### config.mk
export PLATFORM = sky130hd
export DESIGN_NAME = sgcsp_top
export DESIGN_NICKNAME = d
export VERILOG_FILES = /design/src/hdl/sgcsp_pkg.sv /design/src/hdl/sgcsp_storm_if.sv /design/src/hdl/sgcsp_period_timer.sv /design/src/hdl/sgcsp_storm_port.sv /design/src/hdl/sgcsp_top.sv
export SDC_FILE = /design/constraint.sdc
export NUM_CORES = 1
export LEC_CHECK = 0
export BUFFER_PORTS_ARGS = -buffer_cell sky130_fd_sc_hd__buf_4
export CAP_MARGIN = 20
export CORE_MARGIN = 2
export CORE_UTILIZATION = 40
export CTS_CLUSTER_SIZE = 30
export DETAILED_ROUTE_END_ITERATION = 7
export PLACE_DENSITY = 0.53
export SETUP_SLACK_MARGIN = 0.2
export SKIP_CTS_REPAIR_TIMING = 1
export SLEW_MARGIN = 10
export SYNTH_ARGS = -nofsm -noshare
export SYNTH_HDL_FRONTEND = slang
export SYNTH_HIERARCHICAL = 1
export SYNTH_SLANG_ARGS = --single-unit
### constraint.sdc
create_clock -name clock -period 2.6 [get_ports clock]
set_input_delay 0.39 -clock clock [delete_from_list [all_inputs] [get_ports clock]]
set_output_delay 0.39 -clock clock [all_outputs]
set_load 0.02 [all_outputs]
### src/hdl/sgcsp_pkg.sv
// constants, field layouts and state types of the storm/priority register bank
package sgcsp_pkg;

  // ****************************************************************
  // register offsets on the management port
  // ****************************************************************
  localparam logic [7:0] ADDR_THR_HI   = 8'h06;
  localparam logic [7:0] ADDR_THR_LO   = 8'h07;
  localparam logic [7:0] ADDR_FT_A     = 8'h08;
  localparam logic [7:0] ADDR_FT_B     = 8'h09;
  localparam logic [7:0] ADDR_FT_C     = 8'h0a;
  localparam logic [7:0] ADDR_HIF_CLK  = 8'h0b;
  localparam logic [7:0] ADDR_PRIO_LO  = 8'h0c;
  localparam logic [7:0] RDATA_UNMAP   = 8'h00;

  // ****************************************************************
  // field layouts and reset values
  // ****************************************************************
  localparam int          NUM_PORTS    = 3;
  localparam int          THR_W        = 11;
  localparam int          THR_HI_W     = 3;
  localparam int          THR_LO_W     = 8;
  localparam logic [2:0]  THR_HI_RST   = 3'h0;
  localparam logic [7:0]  THR_LO_RST   = 8'h63;
  localparam logic [7:0]  FT_A_VAL     = 8'h00;
  localparam logic [7:0]  FT_B_VAL     = 8'h24;
  localparam logic [7:0]  FT_C_VAL     = 8'h35;
  localparam int          HIF_SEL_LSB  = 6;
  localparam int          HIF_SEL_W    = 2;
  localparam logic [5:0]  HIF_RO_BITS  = 6'h08;
  localparam logic [1:0]  HIF_SEL_31M  = 2'h0;
  localparam logic [1:0]  HIF_SEL_62M  = 2'h1;
  localparam logic [1:0]  HIF_SEL_125M = 2'h2;
  localparam logic [1:0]  HIF_SEL_RST  = HIF_SEL_125M;
  localparam int          PRIO_W       = 2;
  localparam int          PRIO_TAGS    = 4;
  localparam int          PCP_W        = 3;
  localparam logic [7:0]  PRIO_RST     = 8'h50;

  // ****************************************************************
  // timing
  // ****************************************************************
  localparam int          CLK_KHZ        = 125000;
  localparam int          HIF_KHZ_31M    = 31250;
  localparam int          HIF_KHZ_62M    = 62500;
  localparam int          HIF_KHZ_125M   = 125000;
  localparam int          HIF_DIV_31M    = CLK_KHZ / HIF_KHZ_31M;
  localparam int          HIF_DIV_62M    = CLK_KHZ / HIF_KHZ_62M;
  localparam int          HIF_DIV_125M   = CLK_KHZ / HIF_KHZ_125M;
  localparam int          HIF_CNT_W      = 2;
  localparam int unsigned PERIOD_100_MS  = 67;
  localparam int unsigned PERIOD_10_MS   = 500;
  localparam int unsigned PERIOD_100_CYC = PERIOD_100_MS * CLK_KHZ;
  localparam int unsigned PERIOD_10_CYC  = PERIOD_10_MS * CLK_KHZ;
  localparam int          PERIOD_CNT_W   = 26;

  typedef logic [PERIOD_CNT_W-1:0] sgcsp_period_cnt_t;
  typedef logic [HIF_CNT_W-1:0]    sgcsp_hif_cnt_t;

  // ****************************************************************
  // module state
  // ****************************************************************
  typedef struct packed {
    logic [THR_HI_W-1:0]  thr_hi;
    logic [THR_LO_W-1:0]  thr_lo;
    logic [HIF_SEL_W-1:0] hif_sel;
    logic [7:0]           prio_map;
    logic [7:0]           rdata;
    logic                 rvalid;
    logic [HIF_CNT_W-1:0] hif_cnt;
    logic                 hif_en;
    logic                 prio_valid;
    logic [PRIO_W-1:0]    prio;
    logic                 prio_mapped;
  } sgcsp_regs_t;

  localparam sgcsp_regs_t REGS_RST = '{
    thr_hi: THR_HI_RST, thr_lo: THR_LO_RST, hif_sel: HIF_SEL_RST, prio_map: PRIO_RST,
    rdata: 8'h00, rvalid: 1'b0, hif_cnt: 2'h0, hif_en: 1'b0, prio_valid: 1'b0,
    prio: 2'h0, prio_mapped: 1'b0};

  typedef struct packed {
    logic [PERIOD_CNT_W-1:0] cnt;
    logic                    tick;
  } sgcsp_timer_t;

  typedef struct packed {
    logic [THR_W-1:0] cnt;
    logic             drop;
  } sgcsp_blk_t;

endpackage

### src/hdl/sgcsp_storm_if.sv
// per-port bundle between the register bank and the storm timer and counter
`timescale 1ns/1ps
interface sgcsp_storm_if #(
  parameter int THR_W = 11
);
  logic [THR_W-1:0] threshold;
  logic             speed_10;
  logic             period_tick;
  logic             block_valid;
  logic             drop;

  modport timer   (input speed_10, output period_tick);
  modport counter (input threshold, input period_tick, input block_valid, output drop);
  modport ctrl    (output threshold, output speed_10, output block_valid, input period_tick, input drop);
endinterface

### src/hdl/sgcsp_period_timer.sv
// speed dependent storm measurement period for one port
`timescale 1ns/1ps
module sgcsp_period_timer #(
  parameter int unsigned PERIOD_100_CYC = sgcsp_pkg::PERIOD_100_CYC,
  parameter int unsigned PERIOD_10_CYC  = sgcsp_pkg::PERIOD_10_CYC
) (
  input  wire logic     clock,
  input  wire logic     rst,
  sgcsp_storm_if.timer  tmr
);

  sgcsp_pkg::sgcsp_timer_t      s_q;
  sgcsp_pkg::sgcsp_timer_t      s_d;
  sgcsp_pkg::sgcsp_period_cnt_t lim_m1;

  always_comb
  begin
    s_d      = s_q;
    lim_m1   = tmr.speed_10 ? sgcsp_pkg::sgcsp_period_cnt_t'(PERIOD_10_CYC - 1)
                            : sgcsp_pkg::sgcsp_period_cnt_t'(PERIOD_100_CYC - 1); // see RULE_02
    s_d.tick = 1'b0;
    // >= also ends a long period at once when the port drops to the short one
    if (s_q.cnt >= lim_m1)
    begin
      s_d.cnt  = '0;
      s_d.tick = 1'b1;
    end
    else
    begin
      s_d.cnt = s_q.cnt + 1'b1;
    end
  end

  always_ff @(posedge clock or posedge rst)
  begin
    if (rst)
      s_q <= '0;
    else
      s_q <= s_d;
  end

  assign tmr.period_tick = s_q.tick;

endmodule // sgcsp_period_timer

### src/hdl/sgcsp_storm_port.sv
// broadcast block counter and discard decision for one input port
`timescale 1ns/1ps
module sgcsp_storm_port (
  input  wire logic      clock,
  input  wire logic      rst,
  sgcsp_storm_if.counter cnt_if
);

  sgcsp_pkg::sgcsp_blk_t         s_q;
  sgcsp_pkg::sgcsp_blk_t         s_d;
  logic [sgcsp_pkg::THR_W-1:0]   base;
  logic                          full;

  always_comb
  begin
    s_d   = s_q;
    // a block arriving with the tick counts in the new period
    base  = cnt_if.period_tick ? '0 : s_q.cnt;          // see RULE_04
    full  = (base >= cnt_if.threshold);                  // see RULE_01
    s_d.drop = cnt_if.block_valid & full;                // see RULE_04
    s_d.cnt  = base;
    if (cnt_if.block_valid && !full)
      s_d.cnt = base + 1'b1;
  end

  always_ff @(posedge clock or posedge rst)
  begin
    if (rst)
      s_q <= '0;
    else
      s_q <= s_d;
  end

  assign cnt_if.drop = s_q.drop;

endmodule // sgcsp_storm_port

### src/hdl/sgcsp_top.sv
// storm threshold, host interface clock select and priority map register bank
//
// Overview of operation
// RULE_01 - threshold is eleven bits: high register bits 2-0 over the low byte.
// RULE_02 - storm period is 67 ms at 100 Mbps and 500 ms at 10 Mbps.
// RULE_03 - threshold resets to 0x63: high bits zero, low byte 0x63.
// RULE_04 - per-port block count clears each period; blocks beyond threshold are dropped.
// RULE_05 - three factory test registers are read only, returning 0x00, 0x24, 0x35.
// RULE_06 - clock select bits 7-6 pick 31.25, 62.5 or 125 MHz interface clock.
// RULE_07 - clock select resets to code 10, the 125 MHz interface clock.
// RULE_08 - host should choose 31.25 MHz when fast serial access is not needed.
// RULE_09 - priority map fields give queue priority for tags 3, 2 and 1.
// RULE_10 - priority map resets tags 3 and 2 to 01, tag 1 to 00.
// RULE_11 - bits 1-0 give priority for tag 0, reset 00.
`timescale 1ns/1ps
module sgcsp_top #(
  parameter int          NUM_PORTS      = sgcsp_pkg::NUM_PORTS,
  parameter int unsigned PERIOD_100_CYC = sgcsp_pkg::PERIOD_100_CYC,
  parameter int unsigned PERIOD_10_CYC  = sgcsp_pkg::PERIOD_10_CYC
) (
  input  wire logic                           clock,
  input  wire logic                           rst,
  input  wire logic [7:0]                     mgmt_addr,
  input  wire logic                           mgmt_wr,
  input  wire logic                           mgmt_rd,
  input  wire logic [7:0]                     mgmt_wdata,
  output wire logic [7:0]                     mgmt_rdata,
  output wire logic                           mgmt_rvalid,
  input  wire logic [NUM_PORTS-1:0]           port_speed_10,
  input  wire logic [NUM_PORTS-1:0]           bcast_block_valid,
  output wire logic [NUM_PORTS-1:0]           bcast_drop,
  output wire logic [sgcsp_pkg::THR_W-1:0]    storm_threshold,
  output wire logic [sgcsp_pkg::HIF_SEL_W-1:0] hif_clk_sel,
  output wire logic                           hif_clk_en,
  input  wire logic                           rx_tag_valid,
  input  wire logic [sgcsp_pkg::PCP_W-1:0]    rx_tag_pcp,
  output wire logic                           rx_prio_valid,
  output wire logic [sgcsp_pkg::PRIO_W-1:0]   rx_prio,
  output wire logic                           rx_prio_mapped
);

  // ****************************************************************
  // decode functions
  // ****************************************************************

  // divider end count for the host interface clock enable
  function automatic sgcsp_pkg::sgcsp_hif_cnt_t hif_div_m1(
    input logic [1:0] sel
  );
    sgcsp_pkg::sgcsp_hif_cnt_t r;
    r = sgcsp_pkg::sgcsp_hif_cnt_t'(sgcsp_pkg::HIF_DIV_125M - 1);
    unique case (sel)
      sgcsp_pkg::HIF_SEL_31M:
      begin
        r = sgcsp_pkg::sgcsp_hif_cnt_t'(sgcsp_pkg::HIF_DIV_31M - 1);
      end

      sgcsp_pkg::HIF_SEL_62M:
      begin
        r = sgcsp_pkg::sgcsp_hif_cnt_t'(sgcsp_pkg::HIF_DIV_62M - 1);
      end

      sgcsp_pkg::HIF_SEL_125M:
      begin
        r = sgcsp_pkg::sgcsp_hif_cnt_t'(sgcsp_pkg::HIF_DIV_125M - 1);
      end

      // the unused code runs like the fastest setting
      default:
      begin
        r = sgcsp_pkg::sgcsp_hif_cnt_t'(sgcsp_pkg::HIF_DIV_125M - 1);
      end
    endcase
    return r;
  endfunction

  // two-bit field of the priority map belonging to a tag
  function automatic logic [sgcsp_pkg::PRIO_W-1:0] prio_field(
    input logic [7:0] map,
    input logic [1:0] tag
  );
    logic [sgcsp_pkg::PRIO_W-1:0] f;
    f = map[tag*sgcsp_pkg::PRIO_W +: sgcsp_pkg::PRIO_W];   // see RULE_09 RULE_11
    return f;
  endfunction

  // eleven bit storm threshold from its two registers
  function automatic logic [sgcsp_pkg::THR_W-1:0] thr_of(
    input sgcsp_pkg::sgcsp_regs_t r
  );
    logic [sgcsp_pkg::THR_W-1:0] t;
    t = {r.thr_hi, r.thr_lo};   // see RULE_01
    return t;
  endfunction

  // read value of one register offset
  function automatic logic [7:0] read_mux(
    input logic [7:0]             addr,
    input sgcsp_pkg::sgcsp_regs_t r
  );
    logic [7:0] v;
    v = sgcsp_pkg::RDATA_UNMAP;
    unique case (addr)
      sgcsp_pkg::ADDR_THR_HI:
      begin
        v = {{(8 - sgcsp_pkg::THR_HI_W){1'b0}}, r.thr_hi};
      end

      sgcsp_pkg::ADDR_THR_LO:
      begin
        v = r.thr_lo;
      end

      sgcsp_pkg::ADDR_FT_A:
      begin
        v = sgcsp_pkg::FT_A_VAL;                 // see RULE_05
      end

      sgcsp_pkg::ADDR_FT_B:
      begin
        v = sgcsp_pkg::FT_B_VAL;                 // see RULE_05
      end

      sgcsp_pkg::ADDR_FT_C:
      begin
        v = sgcsp_pkg::FT_C_VAL;                 // see RULE_05
      end

      sgcsp_pkg::ADDR_HIF_CLK:
      begin
        v = {r.hif_sel, sgcsp_pkg::HIF_RO_BITS};
      end

      sgcsp_pkg::ADDR_PRIO_LO:
      begin
        v = r.prio_map;
      end

      default:
      begin
        v = sgcsp_pkg::RDATA_UNMAP;
      end
    endcase
    return v;
  endfunction

  // ****************************************************************
  // state
  // ****************************************************************
  sgcsp_pkg::sgcsp_regs_t s_q;
  sgcsp_pkg::sgcsp_regs_t s_d;

  // ****************************************************************
  // next state
  // ****************************************************************
  always_comb
  begin
    s_d        = s_q;
    s_d.rvalid = 1'b0;

    // ****************************************************************
    // register writes; read only and unmapped offsets ignore writes
    // ****************************************************************
    if (mgmt_wr)
    begin
      unique case (mgmt_addr)
        sgcsp_pkg::ADDR_THR_HI:
        begin
          // only the three threshold bits exist; the rest read back as zero
          s_d.thr_hi = mgmt_wdata[sgcsp_pkg::THR_HI_W-1:0];                      // see RULE_01
        end

        sgcsp_pkg::ADDR_THR_LO:
        begin
          s_d.thr_lo = mgmt_wdata;                                               // see RULE_01
        end

        sgcsp_pkg::ADDR_HIF_CLK:
        begin
          s_d.hif_sel = mgmt_wdata[sgcsp_pkg::HIF_SEL_LSB +: sgcsp_pkg::HIF_SEL_W]; // see RULE_06
        end

        sgcsp_pkg::ADDR_PRIO_LO:
        begin
          s_d.prio_map = mgmt_wdata;                                             // see RULE_09
        end

        default:
        begin
          s_d.prio_map = s_q.prio_map;
        end
      endcase
    end

    // ****************************************************************
    // reads answer one cycle later with the value before any same-cycle write
    // ****************************************************************
    // the read value is latched so it holds until the next read
    if (mgmt_rd)
    begin
      s_d.rvalid = 1'b1;
      s_d.rdata  = read_mux(mgmt_addr, s_q);
    end

    // ****************************************************************
    // host interface clock enable at the selected rate
    // ****************************************************************
    // a select write moves the divider to its new end count at once
    if (s_q.hif_cnt >= hif_div_m1(s_q.hif_sel))                                  // see RULE_06
    begin
      s_d.hif_cnt = '0;
      s_d.hif_en  = 1'b1;
    end
    else
    begin
      s_d.hif_cnt = s_q.hif_cnt + 1'b1;
      s_d.hif_en  = 1'b0;
    end

    // ****************************************************************
    // tag to priority lookup; tags 4-7 are mapped elsewhere
    // ****************************************************************
    s_d.prio_valid = rx_tag_valid;
    if (rx_tag_valid)
    begin
      s_d.prio_mapped = (rx_tag_pcp < sgcsp_pkg::PCP_W'(sgcsp_pkg::PRIO_TAGS));
      // an unmapped tag reports priority zero
      if (s_d.prio_mapped)
      begin
        s_d.prio = prio_field(s_q.prio_map, rx_tag_pcp[1:0]);                   // see RULE_09
      end
      else
      begin
        s_d.prio = '0;
      end
    end
  end

  // ****************************************************************
  // registers
  // ****************************************************************
  always_ff @(posedge clock or posedge rst)
  begin
    if (rst)
    begin
      s_q <= sgcsp_pkg::REGS_RST;   // see RULE_03 RULE_07 RULE_10 RULE_11
    end
    else
    begin
      s_q <= s_d;
    end
  end

  // ****************************************************************
  // per-port storm protection
  // ****************************************************************
  logic [NUM_PORTS-1:0] drop_w;

  genvar gi;
  generate
    for (gi = 0; gi < NUM_PORTS; gi++)
    begin : g_port
      sgcsp_storm_if #(.THR_W(sgcsp_pkg::THR_W)) sif ();

      // counters compare against the live threshold, so a write acts at once
      assign sif.threshold   = thr_of(s_q);   // see RULE_01
      assign sif.speed_10    = port_speed_10[gi];
      assign sif.block_valid = bcast_block_valid[gi];
      assign drop_w[gi]      = sif.drop;

      sgcsp_period_timer #(
        .PERIOD_100_CYC (PERIOD_100_CYC),
        .PERIOD_10_CYC  (PERIOD_10_CYC)
      ) u_timer (
        .clock (clock),
        .rst   (rst),
        .tmr   (sif.timer)
      );

      sgcsp_storm_port u_count (
        .clock  (clock),
        .rst    (rst),
        .cnt_if (sif.counter)
      );
    end
  endgenerate

  // ****************************************************************
  // outputs
  // ****************************************************************
  // every output is taken straight from a register
  assign mgmt_rdata      = s_q.rdata;
  assign mgmt_rvalid     = s_q.rvalid;
  assign bcast_drop      = drop_w;
  assign storm_threshold = thr_of(s_q);
  assign hif_clk_sel     = s_q.hif_sel;
  assign hif_clk_en      = s_q.hif_en;
  assign rx_prio_valid   = s_q.prio_valid;
  assign rx_prio         = s_q.prio;
  assign rx_prio_mapped  = s_q.prio_mapped;

endmodule // sgcsp_top
==> results of run 1 <==
-- placed cells by master (no fill, tap or decap), types with 15 or more instances in the layout --
master,instances
a21o_1,19
a21oi_1,23
and3_1,15
and4_1,15
buf_4,88
clkbuf_16,17
dfrtp_1,145
ha_1,71
inv_1,60
mux2_2,22
nand2_1,32
nand3_1,72
nand4_1,33
nor2_1,105
nor2b_1,21
xnor2_1,61
xor2_1,42
-- registers in the layout, summed over array words and instances (netlist names) --
name and flops:
g_port.u_count/cnt_if.drop 3, g_port.u_count/s_q 33, g_port.u_timer/s_q 78, g_port.u_timer/tmr.period_tick 3, hif_clk_en 1, hif_clk_sel 2
mgmt_rdata 8, mgmt_rvalid 1, rx_prio 2, rx_prio_mapped 1, rx_prio_valid 1, s_q 10
storm_threshold 11
-- per-layer routing --
layer  GRT usage  up-vias  wire (µm)
li1            -     3465          -
met1       0.236     3320      10200
met2       0.268       76       9570
met3      0.0333       15        532
met4      0.0405        0        180
met5           0        -          0
-- how the worst max path moves through the flow --
stage,end,slack [ns],cells after the start
final,g_port[2].u_count/s_q[2]$_DFF_PP0_,0.29,8
after global routing,g_port[2].u_count/s_q[2]$_DFF_PP0_,0.17,8
after CTS,g_port[2].u_count/s_q[2]$_DFF_PP0_,0.12,8
after detailed placement,g_port[2].u_count/s_q[2]$_DFF_PP0_,0.13,8
after global placement,g_port[2].u_count/s_q[2]$_DFF_PP0_,0.19,8
after floorplan,g_port[0].u_count/s_q[2]$_DFF_PP0_,0.39,9
-- logic make-up (layout without fill, tap and decap cells) --
family / Yosys count / count (layout) / synth area share
xor+xnor: 103 / 103 / 0.0939
compound gates: 89 / 89 / 0.0659
fa+ha+maj: 74 / 74 / 0.0960
simple gates: 395 / 395 / 0.241
buf+inv: 119 / 181 / 0.0635
mux: 29 / 29 / 0.0371
flops: 154 / 154 / 0.402
-- cell type report --
class	count	share of cell area
inverter	60	0.0206
tap	319	0.0366
timing repair buffer	89	0.0614
multi-input combinational	690	0.470
sequential	154	0.354
clock inverter	11	0.0157
clock buffer	21	0.0413
-- worst reg2reg max path, cell delays in order, from the launching register on --
cell and delay (ns):
dfrtp_2 0.47, and2b_1 0.23, ha_1 0.28, a21o_1 0.15, a21o_1 0.16, a21oi_1 0.17, o41a_1 0.24, nand3_1 0.15
mux2_1 0.34
-- power breakdown --
group          switching [mW]  leakage [nW]  internal (mW)  total [mW]
Clock                    1.00         0.298           1.64        2.64
Sequential              0.135          2.05           2.59        2.73
Combinational           0.865          2.70          0.669        1.53
==> impl_metrics.py, run 1 <==
metrics = {
    "run_status": {
        "status": "finished clean",
    },
    "synthesis": {
        "synth_top_area_share": 0.383,
        "synth_common_cells": "147 x dfrtp_1, 105 x nor2_1, 72 x nand3_1, 71 x ha_1, 61 x xnor2_1",
        "syn-num-nets": 1064,
        "ys_warn_count": 6,
        "synth_area_um2": 9600,
        "synth_edf_count": 0,
        "syn_inst": 963,
        "ys_ff_latch": 154,
        "async_flop_share": 1.00,
        "synthFlopType": "dfrtp_1",
        "synth_top_cells_by_area": "dfrtp_1 38%, ha_1 9.3%, xnor2_1 5.6%",
        "synth.most_common_cell": "dfrtp_1",
        "synth.largest_area_cell": "dfrtp_1",
        "syn_avg_cell_area_um2": 9.97,
        "yosysSeqAreaShare": 0.402,
        "synth.distinct_cells": 65,
    },
    "drt": {
        "vias": 6876,
        "drtPass1Iterations": 5,
        "drc_errors": 0,
        "wl_per_cell_um": 15.2,
        "detail-route-antenna-nets": 0,
        "viasPerCell": 5.12,
        "first_iter_violations": 314,
        "totalWireLength_um": 20500,
    },
    "floorplanning": {
        "core_um2": 23500,
        "rows": 56,
        "start_util": 0.408,
        "die_area_um2": 25300,
        "io_pins": 60,
        "die_w_um": 159,
        "fp.dieH_um": 159,
    },
    "cells_and_area": {
        "antenna_cells": 0,
        "multiInputGateArea_um2": 5130,
        "post-route-util": 0.464,
        "area_growth_pct": 13.7,
        "regArea_um2": 3860,
        "drive_gt1_frac": 0.191,
        "layout.nets": 1113,
        "final-instance-count-excl-fill": 1344,
        "final_area_um2": 10900,
        "fillers": 2310,
    },
    "setup_path": {
        "worst-setup-path-type": "register to register",
        "cp-start-kind": "register",
        "crit_buf_inv": 0,
        "worst_path_most_repeated_cell": "a21o_1",
        "critical_path_required_ns": 2.90,
        "cpMaxStageDelayCell": "dfrtp_2",
        "cp_cell_sequence": "and2b_1, ha_1, a21o_1, a21o_1, a21oi_1, o41a_1, nand3_1, mux2_1",
        "rr_endpoint": "g_port[2].u_count/s_q[2]$_DFF_PP0_",
        "cpPeakStageDelay_ns": 0.47,
        "end_kind": "register",
        "reg2reg_slack_ns": 0.29,
        "worst-path-max-fanout": 11,
        "rr_worst_depth": 8,
        "rr_startpoint": "g_port[2].u_timer/tmr.period_tick$_DFF_PP0_",
        "critPathTopFamily": "compound AO/OA/AOI/OAI gates",
        "worstPathArrival_ns": 2.61,
        "startpoint": "g_port[2].u_timer/tmr.period_tick$_DFF_PP0_",
    },
    "place": {
        "gp_congestion": 0.779,
        "place_inst": 1310,
        "io_buffer_count": 59,
        "place_ws_ns": 0.126,
        "dpl_cell_area_um2": 10300,
        "hpwl_um": 14800,
    },
    "timing": {
        "fin_crit_sh": 0.887,
        "period_needed_ns": 2.31,
        "maxSlewHeadroom": 0.532,
        "setup_viol": 0,
        "holdWs_ns": 0.112,
        "setup_tns_ns": 0,
        "hold_violations": 0,
        "rsz0062_at_grt": "yes",
        "fin_skew_ns": 0.0125,
        "setup_slack_ns": 0.295,
        "maxSlewViolCount": 0,
        "worst_slew_pin_slew_ns": 0.696,
        "max_freq_mhz": 434,
    },
    "global_route": {
        "antenna_found_initial": 0,
        "grt_max_degree": 38,
        "overflow": 0,
        "grt_pass1_vias": 6804,
        "grt_pass1_wl_um": 35000,
        "grt_use_total": 0.168,
    },
    "clock_network": {
        "clk_pin_slew_worst_paths_ns": 0.07,
        "cts_tree": "built",
        "clock_latency_ns": 0.42,
        "clk_path_buf_depth": 2,
        "htree_levels": 4,
        "cts_root_buf": "clkbuf_16",
        "numCtsBuffers": 17,
        "cts_sinks": 154,
    },
    "power_and_ir_drop": {
        "p_total_mw": 6.90,
        "p_per_area_nw_per_um2": 632,
        "ir_drop_mv": 0.389,
        "p_leak_nw": 5.05,
    },
    "hold_path": {
        "hold_end": "rx_prio_valid$_DFF_PP0_",
        "hp-start": "rx_tag_valid",
        "min_path_cells": 1,
        "hold_class": "input pin to register",
    },
    "run": {
        "drv_cap": 0,
    },
}
Note: power is estimated with default switching activity, not from simulation.
==> inputs of run 2 (changes only) <==
- ABC_AREA: unset -> 1
==> run 2 against run 1 <==
Against the previous run:
- sequential power about the same
- register-to-register slack improved by 0.14 ns
- global-route usage rose by 2.1 points
- maximum frequency grew 6.4%
- wire length increased by 26%
- critical endpoint is now g_port[0].u_count/s_q[11]$_DFF_PP0_
==> impl_metrics.py, run 2 <==
metrics = {
    "timing": {
        "hold_violations": 0,
        "maxSlewViolCount": 0,
        "fin_skew_ns": 0.0116,
        "setup_tns_ns": 0,
        "period_needed_ns": 2.17,
        "maxSlewHeadroom": 0.601,
        "rsz0062_at_grt": "no",
        "fin_crit_sh": 0.834,
        "max_freq_mhz": 461,
        "setup_viol": 0,
        "worst_slew_pin_slew_ns": 0.593,
    },
    "clock_network": {
        "htree_levels": 4,
        "clk_pin_slew_worst_paths_ns": 0.07,
        "cts_tree": "built",
        "clk_path_buf_depth": 2,
        "cts_sinks": 154,
        "numCtsBuffers": 17,
        "cts_root_buf": "clkbuf_16",
        "clock_latency_ns": 0.43,
    },
    "synthesis": {
        "syn-num-nets": 1695,
        "ys_ff_latch": 154,
        "synth.largest_area_cell": "dfrtp_1",
        "synth_top_area_share": 0.330,
        "synth_top_cells_by_area": "dfrtp_1 33%, nand2_1 15%, nor2_1 9.0%",
        "syn_avg_cell_area_um2": 6.99,
        "synth_area_um2": 11100,
        "syn_inst": 1594,
        "synth_edf_count": 0,
        "ys_warn_count": 6,
        "synth.most_common_cell": "nand2_1",
        "synth.distinct_cells": 31,
        "synth_common_cells": "460 x nand2_1, 267 x nor2_1, 215 x inv_1, 147 x dfrtp_1, 91 x nand3_1",
        "synthFlopType": "dfrtp_1",
        "async_flop_share": 1.00,
        "yosysSeqAreaShare": 0.347,
    },
    "cells_and_area": {
        "largest_reg_flops": 78,
        "layout.nets": 1733,
        "fillers": 2890,
        "top_register": "g_port.u_timer/s_q",
        "final_common_cell": "nand2_1",
        "post-route-util": 0.449,
        "drive_gt1_frac": 0.130,
        "antenna_cells": 0,
        "layout_common_cells": "460 x nand2_1, 267 x nor2_1, 215 x inv_1",
        "area_growth_pct": 11.2,
        "multiInputGateArea_um2": 6050,
        "regArea_um2": 3860,
    },
    "setup_path": {
        "startpoint": "g_port[0].u_timer/tmr.period_tick$_DFF_PP0_",
        "worstPathArrival_ns": 2.49,
        "end_kind": "register",
        "worst-setup-path-type": "register to register",
        "rr_endpoint": "g_port[0].u_count/s_q[11]$_DFF_PP0_",
        "critical_path_required_ns": 2.92,
        "cp-start-kind": "register",
        "worst-path-max-fanout": 12,
        "rr_worst_depth": 10,
        "reg2reg_slack_ns": 0.43,
        "rr_startpoint": "g_port[0].u_timer/tmr.period_tick$_DFF_PP0_",
    },
    "floorplanning": {
        "start_util": 0.403,
        "rows": 61,
        "fp.dieH_um": 171,
        "core_um2": 27600,
        "die_w_um": 171,
        "die_area_um2": 29200,
        "io_pins": 60,
    },
    "hold_path": {
        "hp-start": "rx_tag_valid",
        "min_path_cells": 1,
        "hold_end": "rx_prio_valid$_DFF_PP0_",
        "hold_class": "input pin to register",
    },
    "power_and_ir_drop": {
        "p_per_area_nw_per_um2": 522,
        "ir_drop_mv": 0.457,
        "p_leak_nw": 6.55,
    },
    "global_route": {
        "overflow": 0,
        "grt_max_degree": 38,
        "grt_pass1_vias": 9178,
        "grt_pass1_wl_um": 44300,
        "antenna_found_initial": 0,
        "grt_use_total": 0.189,
    },
    "place": {
        "gp_congestion": 0.878,
        "io_buffer_count": 59,
        "hpwl_um": 19200,
    },
    "run_status": {
        "status": "finished clean",
    },
    "drt": {
        "viasPerCell": 4.67,
        "vias": 9451,
        "totalWireLength_um": 25800,
        "first_iter_violations": 429,
        "detail-route-antenna-nets": 0,
        "drtPass1Iterations": 5,
        "drc_errors": 0,
        "wl_per_cell_um": 12.8,
    },
    "run": {
        "drv_cap": 0,
    },
}
==> run 2: layer usage <==
metal  track usage  up-vias  routed length (µm)
met5             0        -                   0
met4        0.0512        0                 389
met3        0.0289       26                 817
met2         0.323      147               12100
met1         0.248     4289               12500
li1              -     4989                   -
==> run 2: per-stage QoR <==
step	hold WS [ns]	setup WS [ns]	power, mW	std cells	cell area (µm²)
floorplan	0.255	0.755	3.46	1594	11100
global placement	0.331	0.353	3.75	1990	11700
detailed placement	0.329	0.332	3.77	1990	11700
CTS	-0.136	0.316	6.57	2022	12400
global route	0.0933	0.216	6.84	2023	12400
finish	0.107	0.433	6.47	2023	12400
==> run 2: worst max path at each step <==
stage                                                endpoint  slack, ns  cells past startpoint
after floorplan            g_port[0].u_count/s_q[4]$_DFF_PP0_       0.75                     14
after global placement    g_port[0].u_count/s_q[11]$_DFF_PP0_       0.35                     10
after detailed placement  g_port[0].u_count/s_q[11]$_DFF_PP0_       0.33                     10
after CTS                  g_port[0].u_count/s_q[1]$_DFF_PP0_       0.32                     10
after global routing       g_port[0].u_count/s_q[1]$_DFF_PP0_       0.22                     10
final                     g_port[0].u_count/s_q[11]$_DFF_PP0_       0.43                     10
==> run 2: critical path, cell delays in order, from the launching register on <==
cell     delay (ns)
dfrtp_1        0.44
inv_2          0.22
nand2_1        0.11
inv_1          0.14
ha_1           0.26
a21oi_1        0.14
o21ai_0        0.12
a21oi_2        0.21
nand3_4        0.23
nand2_1        0.12
nand2_1        0.06
==> run 2: report_power, final <==
group / internal (mW) / switching (mW) / total [mW]
sequential: 2.55 / 0.144 / 2.70
combinational: 0.394 / 0.631 / 1.02
clock: 1.67 / 1.07 / 2.75
total: 4.62 / 1.85 / 6.47
==> run 2: logic make-up after synthesis <==
logic type / Yosys count / synth area share
and+or+nand+nor: 961 / 0.376
buffers and inverters: 273 / 0.112
DFF: 154 / 0.347
AOI/OAI and AO/OA: 76 / 0.0389
adders and majority gates: 71 / 0.0797
xor gates and xnor gates: 58 / 0.0456
muxes: 1 / 0.00101
==> run 2: layout make-up <==
class / instances / area share
Clock buffer: 20 / 0.0368
Tap cell: 378 / 0.0382
Inverter: 222 / 0.0672
Multi-Input combinational cell: 1167 / 0.488
Sequential cell: 154 / 0.312
Timing Repair Buffer: 70 / 0.0426
Clock inverter: 12 / 0.0151
==> inputs of run 3 (changes only) <==
- clock period: 2.6 -> 2.1 ns (I/O delays scaled with it)
==> run 3 against run 2 <==
Against the previous run:
- non-clock buffer count is 44 higher
- design area increased by 6.0%
- sequential power grew 23%
- die area unchanged
- global-route usage rose by 0.21 points
- clock power grew 10%
- first-iteration DRC count increased by 38%
- clock-buffer cell count increased by 1
- cell count grew 2.3%
==> impl_metrics.py, run 3 (synthesized netlist as in run 2, its figures left out) <==
metrics = {
    "run_status": {
        "status": "finished clean",
    },
    "timing": {
        "maxSlewHeadroom": 0.600,
        "maxSlewViolCount": 0,
        "hold_violations": 0,
        "setup_slack_ns": 0.108,
        "setup_tns_ns": 0,
        "setup_viol": 0,
        "max_freq_mhz": 502,
        "fin_skew_ns": 0.0117,
        "rsz0062_at_grt": "yes",
        "fin_crit_sh": 0.949,
        "worst_slew_pin_slew_ns": 0.599,
        "period_needed_ns": 1.99,
    },
    "place": {
        "place_ws_ns": -0.0399,
        "hpwl_um": 19500,
        "dpl_cell_area_um2": 11900,
        "io_buffer_count": 59,
        "gp_congestion": 0.867,
    },
    "setup_path": {
        "rr_endpoint": "g_port[1].u_count/s_q[3]$_DFF_PP0_",
        "cp-start-kind": "register",
        "critPathCapture": "g_port[1].u_count/s_q[3]$_DFF_PP0_",
        "reg2reg_slack_ns": 0.11,
        "end_kind": "register",
        "rr_startpoint": "g_port[1].u_timer/tmr.period_tick$_DFF_PP0_",
        "worst-setup-path-type": "register to register",
        "cpPeakStageDelay_ns": 0.46,
        "worst-path-max-fanout": 7,
        "startpoint": "g_port[1].u_timer/tmr.period_tick$_DFF_PP0_",
        "cpMaxStageDelayCell": "dfrtp_2",
        "worstPathArrival_ns": 2.30,
        "worst_path_most_repeated_cell": "nand2_2",
        "rr_worst_depth": 12,
        "cp_cell_sequence": "clkinv_4, nand2_2, inv_1, ha_4, nand2_2, nor2_4, nand2_1, nor2_2, a21oi_4, nand3_4, nand2_2, nand2_1",
        "critical_path_required_ns": 2.41,
    },
    "cells_and_area": {
        "layout_common_cells": "438 x nand2_1, 255 x nor2_1, 207 x inv_1",
        "largest_reg_flops": 78,
        "area_growth_pct": 18.0,
        "top_register": "g_port.u_timer/s_q",
        "drive_gt1_frac": 0.189,
        "final_common_cell": "nand2_1",
        "antenna_cells": 0,
        "layout.nets": 1780,
        "final_area_um2": 13100,
    },
    "drt": {
        "wl_per_cell_um": 13.1,
        "drc_errors": 0,
        "detail-route-antenna-nets": 0,
        "first_iter_violations": 591,
        "totalWireLength_um": 27000,
        "vias": 9625,
        "drtPass1Iterations": 5,
        "viasPerCell": 4.65,
    },
    "floorplanning": {
        "io_pins": 60,
        "start_util": 0.403,
        "fp.dieH_um": 171,
        "rows": 61,
        "die_w_um": 171,
        "die_area_um2": 29200,
        "core_um2": 27600,
    },
    "clock_network": {
        "cts_tree": "built",
        "clk_pin_slew_worst_paths_ns": 0.07,
        "cts_sinks": 154,
        "clk_path_buf_depth": 2,
        "cts_root_buf": "clkbuf_16",
        "clock_latency_ns": 0.43,
        "numCtsBuffers": 17,
        "htree_levels": 4,
    },
    "global_route": {
        "grt_pass1_vias": 9175,
        "grt_pass1_wl_um": 44900,
        "grt.met1_usage": 0.256,
        "grt_max_degree": 38,
        "grt_use_total": 0.191,
        "use_met2": 0.323,
        "use_met3": 0.0298,
        "overflow": 0,
        "antenna_found_initial": 0,
        "top_usage_layer": "met2",
    },
    "run": {
        "drv_cap": 0,
    },
    "power_and_ir_drop": {
        "ir_drop_mv": 0.511,
        "p_leak_nw": 6.77,
        "p_per_area_nw_per_um2": 598,
        "p_total_mw": 7.86,
    },
    "hold_path": {
        "hold_class": "input pin to register",
    },
}
## run 3: changes by cell type in the layout (fill, tap and decap cells not counted), sizes merged
cell / previous run / this run
clkinv: 4 / 8
clkbuf: 20 / 21
bufinv: 4 / 1
clkinvlp: 2 / 4
buf: 69 / 113
nand3: 94 / 95
inv: 224 / 222
## run 3: how the worst min path moves through the flow
stage	from	endpoint	slack, ns	cells after the start
5_1_grt	rx_tag_valid	rx_prio_valid$_DFF_PP0_	0.02	1
3_5_place_dp	rst	g_port[2].u_timer/tmr.period_tick$_DFF_PP0_	0.26	2
4_1_cts	rst	g_port[2].u_timer/tmr.period_tick$_DFF_PP0_	-0.19	2
2_1_floorplan	rst	g_port[0].u_count/cnt_if.drop$_DFF_PP0_	0.18	1
3_3_place_gp	rst	g_port[2].u_timer/tmr.period_tick$_DFF_PP0_	0.26	2
6_report	rx_tag_valid	rx_prio_valid$_DFF_PP0_	0.03	1
## run 3: stage by stage
stage                     hold WS, ns   util  std cells
after floorplan                 0.180      -       1594
after global placement          0.259  0.432       2014
after detailed placement        0.259  0.432       2014
after CTS                      -0.195  0.452       2046
after global routing           0.0183  0.476       2070
final                          0.0336  0.476       2070
## run 3: worst max-delay path, delay by kind of cell (launching register included)
family	cells	cell delay (ns)
adders and majority gates	1	0.22
and+or+nand+nor	8	0.70
AOI/OAI and AO/OA	1	0.26
DFF	1	0.46
buffers and inverters	2	0.24
## run 3: cell type report
type,instances,area (µm²)
fill,2857,14500
multi-input combinational,1168,6460
sequential,154,3870
timing repair buffer,114,907
inverter,222,851
tap,378,473
clock buffer,21,460
clock inverter,11,113
timing repair inverter,2,10.0
## run 3: routing by layer
| metal | part of all wire | vias to the layer above |
|---|---|---|
| met1 | 0.48 | 4384 |
| met2 | 0.48 | 116 |
| li1 | - | 5106 |
| met4 | 0.0094 | 0 |
| met5 | 0 | - |
| met3 | 0.028 | 19 |
## run 3: power breakdown
group | internal [mW] | leakage [nW] | switching (mW) | total, mW
sequential | 3.16 | 2.02 | 0.173 | 3.33
combinational | 0.628 | 4.49 | 0.865 | 1.49
clock | 1.71 | 0.267 | 1.32 | 3.03
total | 5.50 | 6.77 | 2.36 | 7.86
